[src/srs_pkg.sv]
package srs_pkg;
	localparam int unsigned SRS_CLK_HZ = 50_000_000;

	localparam logic [31:0] SRS_OFS_CTL = 32'h0000_0000;
	localparam logic [31:0] SRS_OFS_STAT = 32'h0000_0004;
	localparam logic [31:0] SRS_OFS_STRAP = 32'h0000_0008;
	localparam logic [31:0] SRS_OFS_ADDR_MASK = 32'h0000_00FC;

	localparam int SRS_CTL_HALT_BIT = 0;
	localparam logic SRS_CTL_HALT_RST = 1'b0;

	localparam int SRS_STAT_STATE_LSB = 0;
	localparam int SRS_STAT_HOLD_SEEN_BIT = 2;
	localparam int SRS_STAT_SMB_BIT = 3;
	localparam int SRS_STAT_CORE_BIT = 4;
	localparam int SRS_STAT_BADMODE_BIT = 5;

	localparam int SRS_STRAP_MODE_LSB = 0;
	localparam int SRS_STRAP_FSEL_BIT = 4;
	localparam int SRS_STRAP_CLKM_LSB = 5;
	localparam int SRS_STRAP_STK2_LSB = 8;
	localparam int SRS_STRAP_STK3_LSB = 12;
	localparam int SRS_STRAP_SADDR_LSB = 17;

	localparam logic [1:0] SRS_HTRANS_NONSEQ = 2'h2;
	localparam logic [1:0] SRS_HRESP_OKAY = 2'h0;
	localparam logic [31:0] SRS_RDATA_ZERO = 32'h0000_0000;

	localparam logic [3:0] SRS_MODE_SP = 4'h0;
	localparam logic [3:0] SRS_MODE_SP_EE = 4'h1;
	localparam logic [3:0] SRS_MODE_SP_JUMP0 = 4'h2;
	localparam logic [3:0] SRS_MODE_SP_JUMP1 = 4'h3;
	localparam logic [3:0] SRS_MODE_RSVD_LO = 4'h4;
	localparam logic [3:0] SRS_MODE_RSVD_HI = 4'h7;
	localparam logic [3:0] SRS_MODE_MP_UNATT = 4'hA;
	localparam logic [3:0] SRS_MODE_MP_UNATT_EE = 4'hB;
	localparam logic [3:0] SRS_MODE_MP_UNATT_I2C = 4'hC;
	localparam logic [3:0] SRS_MODE_MP_DIS_EE = 4'hF;

	localparam logic [1:0] SRS_JUMP_NONE = 2'h0;
	localparam logic [1:0] SRS_JUMP_0 = 2'h1;
	localparam logic [1:0] SRS_JUMP_1 = 2'h2;

	localparam logic [6:0] SRS_SMB_ADDR_BASE = 7'h50;
	localparam int SRS_SMB_ADDR_LO = 1;

	localparam int unsigned SRS_REFCLK_LO_MHZ = 100;
	localparam int unsigned SRS_REFCLK_HI_MHZ = 125;

	typedef enum logic [1:0] {
		SRS_ST_RESET = 2'b00,
		SRS_ST_QUASI = 2'b01,
		SRS_ST_RUN = 2'b11
	} srs_state_t;
endpackage

[src/srs_strap_latch.sv]
`timescale 1ns/10ps
`default_nettype none
module srs_strap_latch
	import srs_pkg::*;
(
	input wire logic clk_sys,
	input wire logic rst_b,
	input wire logic core_in_reset,
	input wire logic capture,
	input wire logic [3:0] switch_operating_mode,
	input wire logic refclk_freq_select,
	input wire logic [1:0] port_clocking_select,
	input wire logic [3:0] stack2_lane_config,
	input wire logic [4:0] stack3_lane_config,
	input wire logic [1:0] slave_smbus_addr_straps,
	output logic [3:0] mode_code,
	output logic refclk_125_sel,
	output logic [1:0] port_clk_mode,
	output logic [3:0] stack2_cfg,
	output logic [4:0] stack3_cfg,
	output logic [6:0] smbus_slave_addr,
	output logic multi_partition,
	output logic init_from_eeprom,
	output logic [1:0] eeprom_jump,
	output logic ports_unattached,
	output logic i2c_reset_init,
	output logic mode_invalid
);
	logic [3:0] mode_r, mode_nxt;
	logic fsel_r, fsel_nxt;
	logic [1:0] clkm_r, clkm_nxt;
	logic [3:0] stk2_r, stk2_nxt;
	logic [4:0] stk3_r, stk3_nxt;
	logic [1:0] saddr_r, saddr_nxt;
	logic multi_r, multi_nxt;
	logic ee_r, ee_nxt;
	logic [1:0] jump_r, jump_nxt;
	logic unatt_r, unatt_nxt;
	logic i2c_r, i2c_nxt;
	logic bad_r, bad_nxt;

	always_comb begin
		mode_nxt = mode_r;
		fsel_nxt = fsel_r;
		clkm_nxt = clkm_r;
		stk2_nxt = stk2_r;
		stk3_nxt = stk3_r;
		saddr_nxt = saddr_r;
		multi_nxt = multi_r;
		ee_nxt = ee_r;
		jump_nxt = jump_r;
		unatt_nxt = unatt_r;
		i2c_nxt = i2c_r;
		bad_nxt = bad_r;
		if (core_in_reset) begin
			// whole strap image held cleared under fundamental reset
			mode_nxt = 4'h0;
			fsel_nxt = 1'b0;
			clkm_nxt = 2'h0;
			stk2_nxt = 4'h0;
			stk3_nxt = 5'h00;
			saddr_nxt = 2'h0;
			multi_nxt = 1'b0;
			ee_nxt = 1'b0;
			jump_nxt = SRS_JUMP_NONE;
			unatt_nxt = 1'b0;
			i2c_nxt = 1'b0;
			bad_nxt = 1'b0;
		end else if (capture) begin
			// one snapshot at release, later strap moves ignored
			mode_nxt = switch_operating_mode;
			fsel_nxt = refclk_freq_select;
			clkm_nxt = port_clocking_select;
			stk2_nxt = stack2_lane_config;
			stk3_nxt = stack3_lane_config;
			saddr_nxt = slave_smbus_addr_straps;
			multi_nxt = 1'b0;
			ee_nxt = 1'b0;
			jump_nxt = SRS_JUMP_NONE;
			unatt_nxt = 1'b0;
			i2c_nxt = 1'b0;
			bad_nxt = 1'b0;
			unique case (switch_operating_mode)
				SRS_MODE_SP: begin
				end
				SRS_MODE_SP_EE: ee_nxt = 1'b1;
				SRS_MODE_SP_JUMP0: begin
					ee_nxt = 1'b1;
					jump_nxt = SRS_JUMP_0;
				end
				SRS_MODE_SP_JUMP1: begin
					ee_nxt = 1'b1;
					jump_nxt = SRS_JUMP_1;
				end
				SRS_MODE_MP_UNATT: begin
					multi_nxt = 1'b1;
					unatt_nxt = 1'b1;
				end
				SRS_MODE_MP_UNATT_EE: begin
					multi_nxt = 1'b1;
					unatt_nxt = 1'b1;
					ee_nxt = 1'b1;
				end
				SRS_MODE_MP_UNATT_I2C: begin
					multi_nxt = 1'b1;
					unatt_nxt = 1'b1;
					ee_nxt = 1'b1;
					i2c_nxt = 1'b1;
				end
				SRS_MODE_MP_DIS_EE: begin
					multi_nxt = 1'b1;
					ee_nxt = 1'b1;
				end
				// reserved and unsupported codes flagged, fall back to plain single
				default: bad_nxt = 1'b1;
			endcase
		end
	end

	always_ff @(posedge clk_sys) begin
		if (!rst_b) begin
			mode_r <= 4'h0;
			fsel_r <= 1'b0;
			clkm_r <= 2'h0;
			stk2_r <= 4'h0;
			stk3_r <= 5'h00;
			saddr_r <= 2'h0;
			multi_r <= 1'b0;
			ee_r <= 1'b0;
			jump_r <= SRS_JUMP_NONE;
			unatt_r <= 1'b0;
			i2c_r <= 1'b0;
			bad_r <= 1'b0;
		end else begin
			mode_r <= mode_nxt;
			fsel_r <= fsel_nxt;
			clkm_r <= clkm_nxt;
			stk2_r <= stk2_nxt;
			stk3_r <= stk3_nxt;
			saddr_r <= saddr_nxt;
			multi_r <= multi_nxt;
			ee_r <= ee_nxt;
			jump_r <= jump_nxt;
			unatt_r <= unatt_nxt;
			i2c_r <= i2c_nxt;
			bad_r <= bad_nxt;
		end
	end

	assign mode_code = mode_r;
	assign refclk_125_sel = fsel_r;
	assign port_clk_mode = clkm_r;
	assign stack2_cfg = stk2_r;
	assign stack3_cfg = stk3_r;
	always_comb begin
		smbus_slave_addr = SRS_SMB_ADDR_BASE;
		smbus_slave_addr[SRS_SMB_ADDR_LO +: 2] = saddr_r;
	end
	assign multi_partition = multi_r;
	assign init_from_eeprom = ee_r;
	assign eeprom_jump = jump_r;
	assign ports_unattached = unatt_r;
	assign i2c_reset_init = i2c_r;
	assign mode_invalid = bad_r;
endmodule
`default_nettype wire

[src/srs_reset_ctrl.sv]
`timescale 1ns/10ps
`default_nettype none
// What this block does
// fundamental reset low holds all internal logic in reset; here the bus slave still serves reads and hold_seen_r still records.
// hold request seen during reset parks device in quasi-reset, SMBus alive.
// in quasi-reset, registers stay readable and writable over the bus.
// clearing the hold bit in switch control releases normal operation.
// board keeps operating mode straps static after reset release.
// mode 0x0 single partition plain; 0x1 single partition with EEPROM init.
// mode 0x2 single partition EEPROM jump 0; 0x3 jump 1.
// modes 0x4 to 0x7 reserved, board must not strap them.
// mode 0xF multi-partition, unassigned ports disabled, EEPROM init.
// multi-partition unattached modes: plain, EEPROM, I2C reset plus EEPROM.
// frequency select 0 means 100 MHz reference, 1 means 125 MHz.
// two-bit clock mode strap picks the port clocking mode.
// four-bit strap configures stack 2, five-bit strap stack 3.
// slave SMBus address partly set by slave address straps.
// PLLs use global reference with the strap-selected frequency.
// straps captured at reset release, ignored until next reset.
module srs_reset_ctrl
	import srs_pkg::*;
(
	input wire logic clk_sys,
	input wire logic rst_b,
	input wire logic fundamental_reset_n,
	input wire logic reset_hold_request,
	input wire logic [3:0] switch_operating_mode,
	input wire logic refclk_freq_select,
	input wire logic [1:0] port_clocking_select,
	input wire logic [3:0] stack2_lane_config,
	input wire logic [4:0] stack3_lane_config,
	input wire logic [1:0] slave_smbus_addr_straps,
	input wire logic hsel,
	input wire logic [31:0] haddr,
	input wire logic [1:0] htrans,
	input wire logic hwrite,
	input wire logic [2:0] hsize,
	input wire logic [31:0] hwdata,
	input wire logic hready,
	output logic hreadyout,
	output logic [31:0] hrdata,
	output logic hresp,
	output logic core_reset_n,
	output logic smbus_active,
	output logic refclk_125_sel,
	output logic [1:0] port_clk_mode,
	output logic [3:0] stack2_cfg,
	output logic [4:0] stack3_cfg,
	output logic [6:0] smbus_slave_addr,
	output logic multi_partition,
	output logic init_from_eeprom,
	output logic [1:0] eeprom_jump,
	output logic ports_unattached,
	output logic i2c_reset_init,
	output logic mode_invalid
);
	srs_state_t st_r, st_nxt;
	logic prev_fund_r, prev_fund_nxt;
	logic hold_seen_r, hold_seen_nxt;
	logic halt_r, halt_nxt;
	logic core_r, core_nxt;
	logic smb_r, smb_nxt;
	logic wr_pend_r, wr_pend_nxt;
	logic [31:0] wr_addr_r, wr_addr_nxt;
	logic [31:0] rdata_r, rdata_nxt;
	logic [3:0] mode_code;
	logic release_evt;
	logic addr_take;
	logic ctl_wr_clear;
	logic [31:0] stat_word;
	logic [31:0] strap_word;

	// hsize is accepted as given: only whole-word transfers reach this slave
	assign addr_take = hsel && hready && htrans == SRS_HTRANS_NONSEQ;
	assign release_evt = fundamental_reset_n && !prev_fund_r;
	assign ctl_wr_clear = wr_pend_r && wr_addr_r == SRS_OFS_CTL && !hwdata[SRS_CTL_HALT_BIT];

	srs_strap_latch u_latch (
		.clk_sys(clk_sys),
		.rst_b(rst_b),
		.core_in_reset(!fundamental_reset_n),
		.capture(release_evt),
		.switch_operating_mode(switch_operating_mode),
		.refclk_freq_select(refclk_freq_select),
		.port_clocking_select(port_clocking_select),
		.stack2_lane_config(stack2_lane_config),
		.stack3_lane_config(stack3_lane_config),
		.slave_smbus_addr_straps(slave_smbus_addr_straps),
		.mode_code(mode_code),
		.refclk_125_sel(refclk_125_sel),
		.port_clk_mode(port_clk_mode),
		.stack2_cfg(stack2_cfg),
		.stack3_cfg(stack3_cfg),
		.smbus_slave_addr(smbus_slave_addr),
		.multi_partition(multi_partition),
		.init_from_eeprom(init_from_eeprom),
		.eeprom_jump(eeprom_jump),
		.ports_unattached(ports_unattached),
		.i2c_reset_init(i2c_reset_init),
		.mode_invalid(mode_invalid)
	);

	always_comb begin
		st_nxt = st_r;
		prev_fund_nxt = fundamental_reset_n;
		hold_seen_nxt = hold_seen_r;
		halt_nxt = halt_r;
		if (!fundamental_reset_n) begin
			st_nxt = SRS_ST_RESET;
			halt_nxt = SRS_CTL_HALT_RST;
			// any hold request during the reset sequence is remembered
			hold_seen_nxt = hold_seen_r || reset_hold_request;
		end else begin
			unique case (st_r)
				SRS_ST_RESET: begin
					if (hold_seen_r || reset_hold_request) begin
						st_nxt = SRS_ST_QUASI;
						halt_nxt = 1'b1;
					end else begin
						st_nxt = SRS_ST_RUN;
					end
					hold_seen_nxt = 1'b0;
				end
				SRS_ST_QUASI: begin
					// apart from fundamental reset, a software write of zero is the only way out
					if (ctl_wr_clear) begin
						halt_nxt = 1'b0;
					end
					if (!halt_r) begin
						st_nxt = SRS_ST_RUN;
					end
				end
				SRS_ST_RUN: begin
					if (ctl_wr_clear) begin
						halt_nxt = 1'b0;
					end
				end
				default: st_nxt = SRS_ST_RESET;
			endcase
		end
		core_nxt = st_nxt == SRS_ST_RUN;
		smb_nxt = st_nxt != SRS_ST_RESET;
	end

	always_ff @(posedge clk_sys) begin
		if (!rst_b) begin
			st_r <= SRS_ST_RESET;
			prev_fund_r <= 1'b0;
			hold_seen_r <= 1'b0;
			halt_r <= SRS_CTL_HALT_RST;
			core_r <= 1'b0;
			smb_r <= 1'b0;
		end else begin
			st_r <= st_nxt;
			prev_fund_r <= prev_fund_nxt;
			hold_seen_r <= hold_seen_nxt;
			halt_r <= halt_nxt;
			core_r <= core_nxt;
			smb_r <= smb_nxt;
		end
	end

	always_comb begin
		stat_word = SRS_RDATA_ZERO;
		stat_word[SRS_STAT_STATE_LSB +: 2] = st_r;
		stat_word[SRS_STAT_HOLD_SEEN_BIT] = hold_seen_r;
		stat_word[SRS_STAT_SMB_BIT] = smb_r;
		stat_word[SRS_STAT_CORE_BIT] = core_r;
		stat_word[SRS_STAT_BADMODE_BIT] = mode_invalid;
		strap_word = SRS_RDATA_ZERO;
		strap_word[SRS_STRAP_MODE_LSB +: 4] = mode_code;
		strap_word[SRS_STRAP_FSEL_BIT] = refclk_125_sel;
		strap_word[SRS_STRAP_CLKM_LSB +: 2] = port_clk_mode;
		strap_word[SRS_STRAP_STK2_LSB +: 4] = stack2_cfg;
		strap_word[SRS_STRAP_STK3_LSB +: 5] = stack3_cfg;
		strap_word[SRS_STRAP_SADDR_LSB +: 2] = smbus_slave_addr[SRS_SMB_ADDR_LO +: 2];
	end

	// zero-wait slave: read data registered at the address phase edge
	always_comb begin
		wr_pend_nxt = 1'b0;
		wr_addr_nxt = wr_addr_r;
		rdata_nxt = rdata_r;
		if (addr_take) begin
			wr_pend_nxt = hwrite;
			wr_addr_nxt = haddr & SRS_OFS_ADDR_MASK;
			rdata_nxt = SRS_RDATA_ZERO;
			if (!hwrite) begin
				// bus stays live in quasi-reset for setup software
				unique case (haddr & SRS_OFS_ADDR_MASK)
					SRS_OFS_CTL: rdata_nxt[SRS_CTL_HALT_BIT] = halt_r;
					SRS_OFS_STAT: rdata_nxt = stat_word;
					SRS_OFS_STRAP: rdata_nxt = strap_word;
					default: rdata_nxt = SRS_RDATA_ZERO;
				endcase
			end
		end
	end

	always_ff @(posedge clk_sys) begin
		if (!rst_b) begin
			wr_pend_r <= 1'b0;
			wr_addr_r <= 32'h0000_0000;
			rdata_r <= SRS_RDATA_ZERO;
		end else begin
			wr_pend_r <= wr_pend_nxt;
			wr_addr_r <= wr_addr_nxt;
			rdata_r <= rdata_nxt;
		end
	end

	assign hreadyout = 1'b1;
	assign hresp = SRS_HRESP_OKAY[0];
	assign hrdata = rdata_r;
	assign core_reset_n = core_r;
	assign smbus_active = smb_r;
endmodule
`default_nettype wire

[config.mk]
export PLATFORM = sky130hd
export DESIGN_NAME = srs_reset_ctrl
export DESIGN_NICKNAME = d
export VERILOG_FILES = /design/src/srs_pkg.sv /design/src/srs_strap_latch.sv /design/src/srs_reset_ctrl.sv
export SDC_FILE = /design/constraint.sdc
export NUM_CORES = 1
export LEC_CHECK = 0
export BUFFER_PORTS_ARGS = -buffer_cell sky130_fd_sc_hd__buf_4
export CAP_MARGIN = 20
export CORE_AREA = 2 2 82 84
export CTS_BUF_LIST = sky130_fd_sc_hd__clkbuf_8 sky130_fd_sc_hd__clkbuf_16
export CTS_CLUSTER_SIZE = 30
export DETAILED_ROUTE_END_ITERATION = 6
export DIE_AREA = 0 0 84 86
export PLACE_DENSITY = 0.75
export SYNTH_ARGS = -nofsm -noshare
export SYNTH_HDL_FRONTEND = slang
export SYNTH_SLANG_ARGS = --single-unit
[constraint.sdc]
create_clock -name clk_sys -period 1.3 [get_ports clk_sys]
set_input_delay 0 -clock clk_sys [delete_from_list [all_inputs] [get_ports clk_sys]]
set_output_delay 0 -clock clk_sys [all_outputs]
set_load 0.005 [all_outputs]
==> results.md <==
- Core Area: 6280 um^2
- R2R setup slack: 80 ps
- Buffers on Ports: 74
- CP max stage delay: 390 ps
- DR WL/cell: 13.3 um
- Post-layout min period: 1220 ps
- First-pass GRT wire length: 9650 um
- Post-route non-filler standard cell count: 433
- Critical Path Sink Type: flip-flop
- Total Wirelength: 5750 um
- Status: finished clean
- Arr. time, crit path: 1430 ps
- Layout area overhead: 43.9%
- Initial core utilization: 37.4%
- Die ar.: 7220 um^2
- Antenna Cells: 0
- CP Class: reg -> reg
- CTS tree: yes
- CP cell instances: nor4b_2, nand3b_1, o41ai_1, a21oi_1
- Clock Sinks: 57
- Initial antenna violation count: 0
- Clock Pin Slew Worst Setup and Hold Paths: 60 ps
- Final Max Slew Viols: 0
- Dpl cell area: 2930 um^2
- # placed instances: 393
- Synth unique cells: 33
- Mapped cell area: 2350 um^2
- Cells after synthesis: 247
- CP Launch Type: flip-flop
- Clk root buf: clkbuf_8
- Delay-heaviest family, CP: flip-flops
- Die W: 84 um
- Req. time, crit path: 1500 ps
- Post-DP HPWL: 4020 um
- Ys flop type: dfxtp_1
- Largest net degree at the start of global routing: 29
- CTS Buf Count: 9
- MaxCap Viol Count: 0
- Post-route setup slack: 75.2 ps
- Core Util, Final: 53.8%
- Hold crit path type: in -> reg
- Final Skew: 7.49 ps
- Row count: 29
- Critical-path top delay cell: dfxtp_1
- RSZ-0062 raised after global routing: false
- DIE HEIGHT: 86 um
- Mapped Avg Cell Area: 9.51 um^2
- Pwr/cell area: 1080 nW/um^2
- Routed via count: 2052
- Final #Nets: 448
- Synth warnings: 0
- Post-synthesis sequential area ratio: 48.6%
- Ratio of final minimum period to clock period: 94.2%
- Layout cells sized above 1: 28.1%
- Worst Path Buf+Inv: 0
- Top fanout value on the critical path: 4
- Leak pwr: 1.48 nW
- # DRC: 0
- Maximum clock frequency: 0.816 GHz
- Final hold slack: 31.3 ps
- Longest Clk Path Bufs: 2
- VDD IR max: 563 uV
- I/O pins: 156
- Vias in the first global route: 2081
- Synthesized flop and latch total: 57
- Hold Vio Cnt, Final: 0
- Clock latency on the worst-skew pair: 330 ps
- Power Total: 3.65 mW
- Final TNS setup: 0 ps
- GR Util All Layers: 16.8%
- Fin area: 3380 um^2
- Setup repair bufs after CTS: 0
- Fillers: 568
- Worst Setup Slack post-DPL: -163 ps
- Endpoints failing setup: 0
- H-tree levels: 3
- Routability cong.: 0.794
- Post-synth EDFFs: 0
- DR iter-0 viols: 61
- Initial DRT Pass Iterations: 4
- Vias/cell: 4.74
- GRT overflow: 0
- FFs w/ async S/R, synth: 0%
- Routed Antenna Nets: 0
timing repair:
| item | 4_1_cts | 5_1_grt |
|---|---|---|
| hold buffers | 27 | 0 |
| cloned | 0 | 0 |
| resized for setup | 1 | 2 |
| setup endpoints to repair | 1 | 3 |
| hold endpoints to repair | 30 | 0 |
area by class of cell:
class / instances / area (um^2) / area share [%]
sequential: 57 / 1140 / 33.8
timing repair buffer: 110 / 897 / 26.5
tap: 77 / 96.3 / 2.85
inverter: 6 / 22.5 / 0.666
multi-input combinational: 170 / 1050 / 31.2
clock inverter: 1 / 3.75 / 0.111
clock buffer: 12 / 165 / 4.89
worst reg2reg max path, cell delays in order (launching register included):
cell and delay (ps):
dfxtp_1 390, nor4b_2 220, nand3b_1 130, o41ai_1 260, a21oi_1 110
cell usage after synthesis, types with 2 or more instances:
master / count / area, um^2
a21boi_1: 5 / 37.5
nand3_1: 2 / 10.0
buf_4: 21 / 158
nand2_1: 18 / 67.6
conb_1: 2 / 7.51
o21ai_0: 7 / 35.0
mux2i_1: 23 / 230
nor2b_1: 23 / 144
clkbuf_1: 6 / 22.5
dfxtp_1: 57 / 1140
a22oi_1: 18 / 135
nand2b_1: 2 / 12.5
nand4b_1: 2 / 17.5
inv_1: 6 / 22.5
nor2_1: 21 / 78.8
buf_2: 3 / 15.0
a21oi_1: 14 / 70.1
buf_1: 2 / 7.51
per-layer routing:
metal,GRT usage [%],vias up,share of wire (%)
met1,19.4,955,42
met5,0,-,0
li1,-,1017,-
met4,7.92,0,2.0
met2,29.6,68,50
met3,3.95,12,5.8
logic make-up (layout without fill, tap and decap cells):
logic type | Yosys count | count (layout) | share of synthesized area (%)
simple gates | 76 | 76 | 17.5
other cells | 2 | 21 | 0.320
flops | 57 | 57 | 48.6
buf+inv | 39 | 129 | 10.1
mux | 23 | 23 | 9.80
compound gates | 50 | 50 | 13.7
final timing paths:
check,start,endpoint,depth (start not counted)
max reg2reg,st_r[0],halt_r,4
min reg2reg,u_latch.eeprom_jump[0],u_latch.eeprom_jump[0],2
min,rst_b,wr_pend_r,3
max,st_r[0],halt_r,4
state kept, by name, summed over array words and instances (netlist names), 2 cells and up:
name,cells
hrdata,18
u_latch.stack3_cfg,5
u_latch.stack2_cfg,4
u_latch.saddr_r,2
wr_addr_r,6
u_latch.port_clk_mode,2
st_r,2
u_latch.eeprom_jump,2
u_latch.mode_code,4
power by group:
part           total [mW]  switching (mW)  internal, mW  leakage, nW
logic               0.404           0.174         0.230        0.922
registers            1.83          0.0349          1.79        0.463
clock network        1.42           0.613         0.808       0.0916
cell usage in the layout, fill, tap and decap left out, types with 2 or more instances in the layout:
cell type       n
nand2_1        18
conb_1         21
a21boi_1        5
nand2b_1        2
mux2i_1        23
buf_4          82
inv_1           7
a21oi_1        14
clkbuf_8       12
nor2_1         21
dfxtp_1        57
nor2b_1        23
a22oi_1        18
nand4b_1        2
dlygate4sd3_1  27
nand3_1         2
o21ai_0         7
Note: power is estimated with default switching activity, not from simulation.
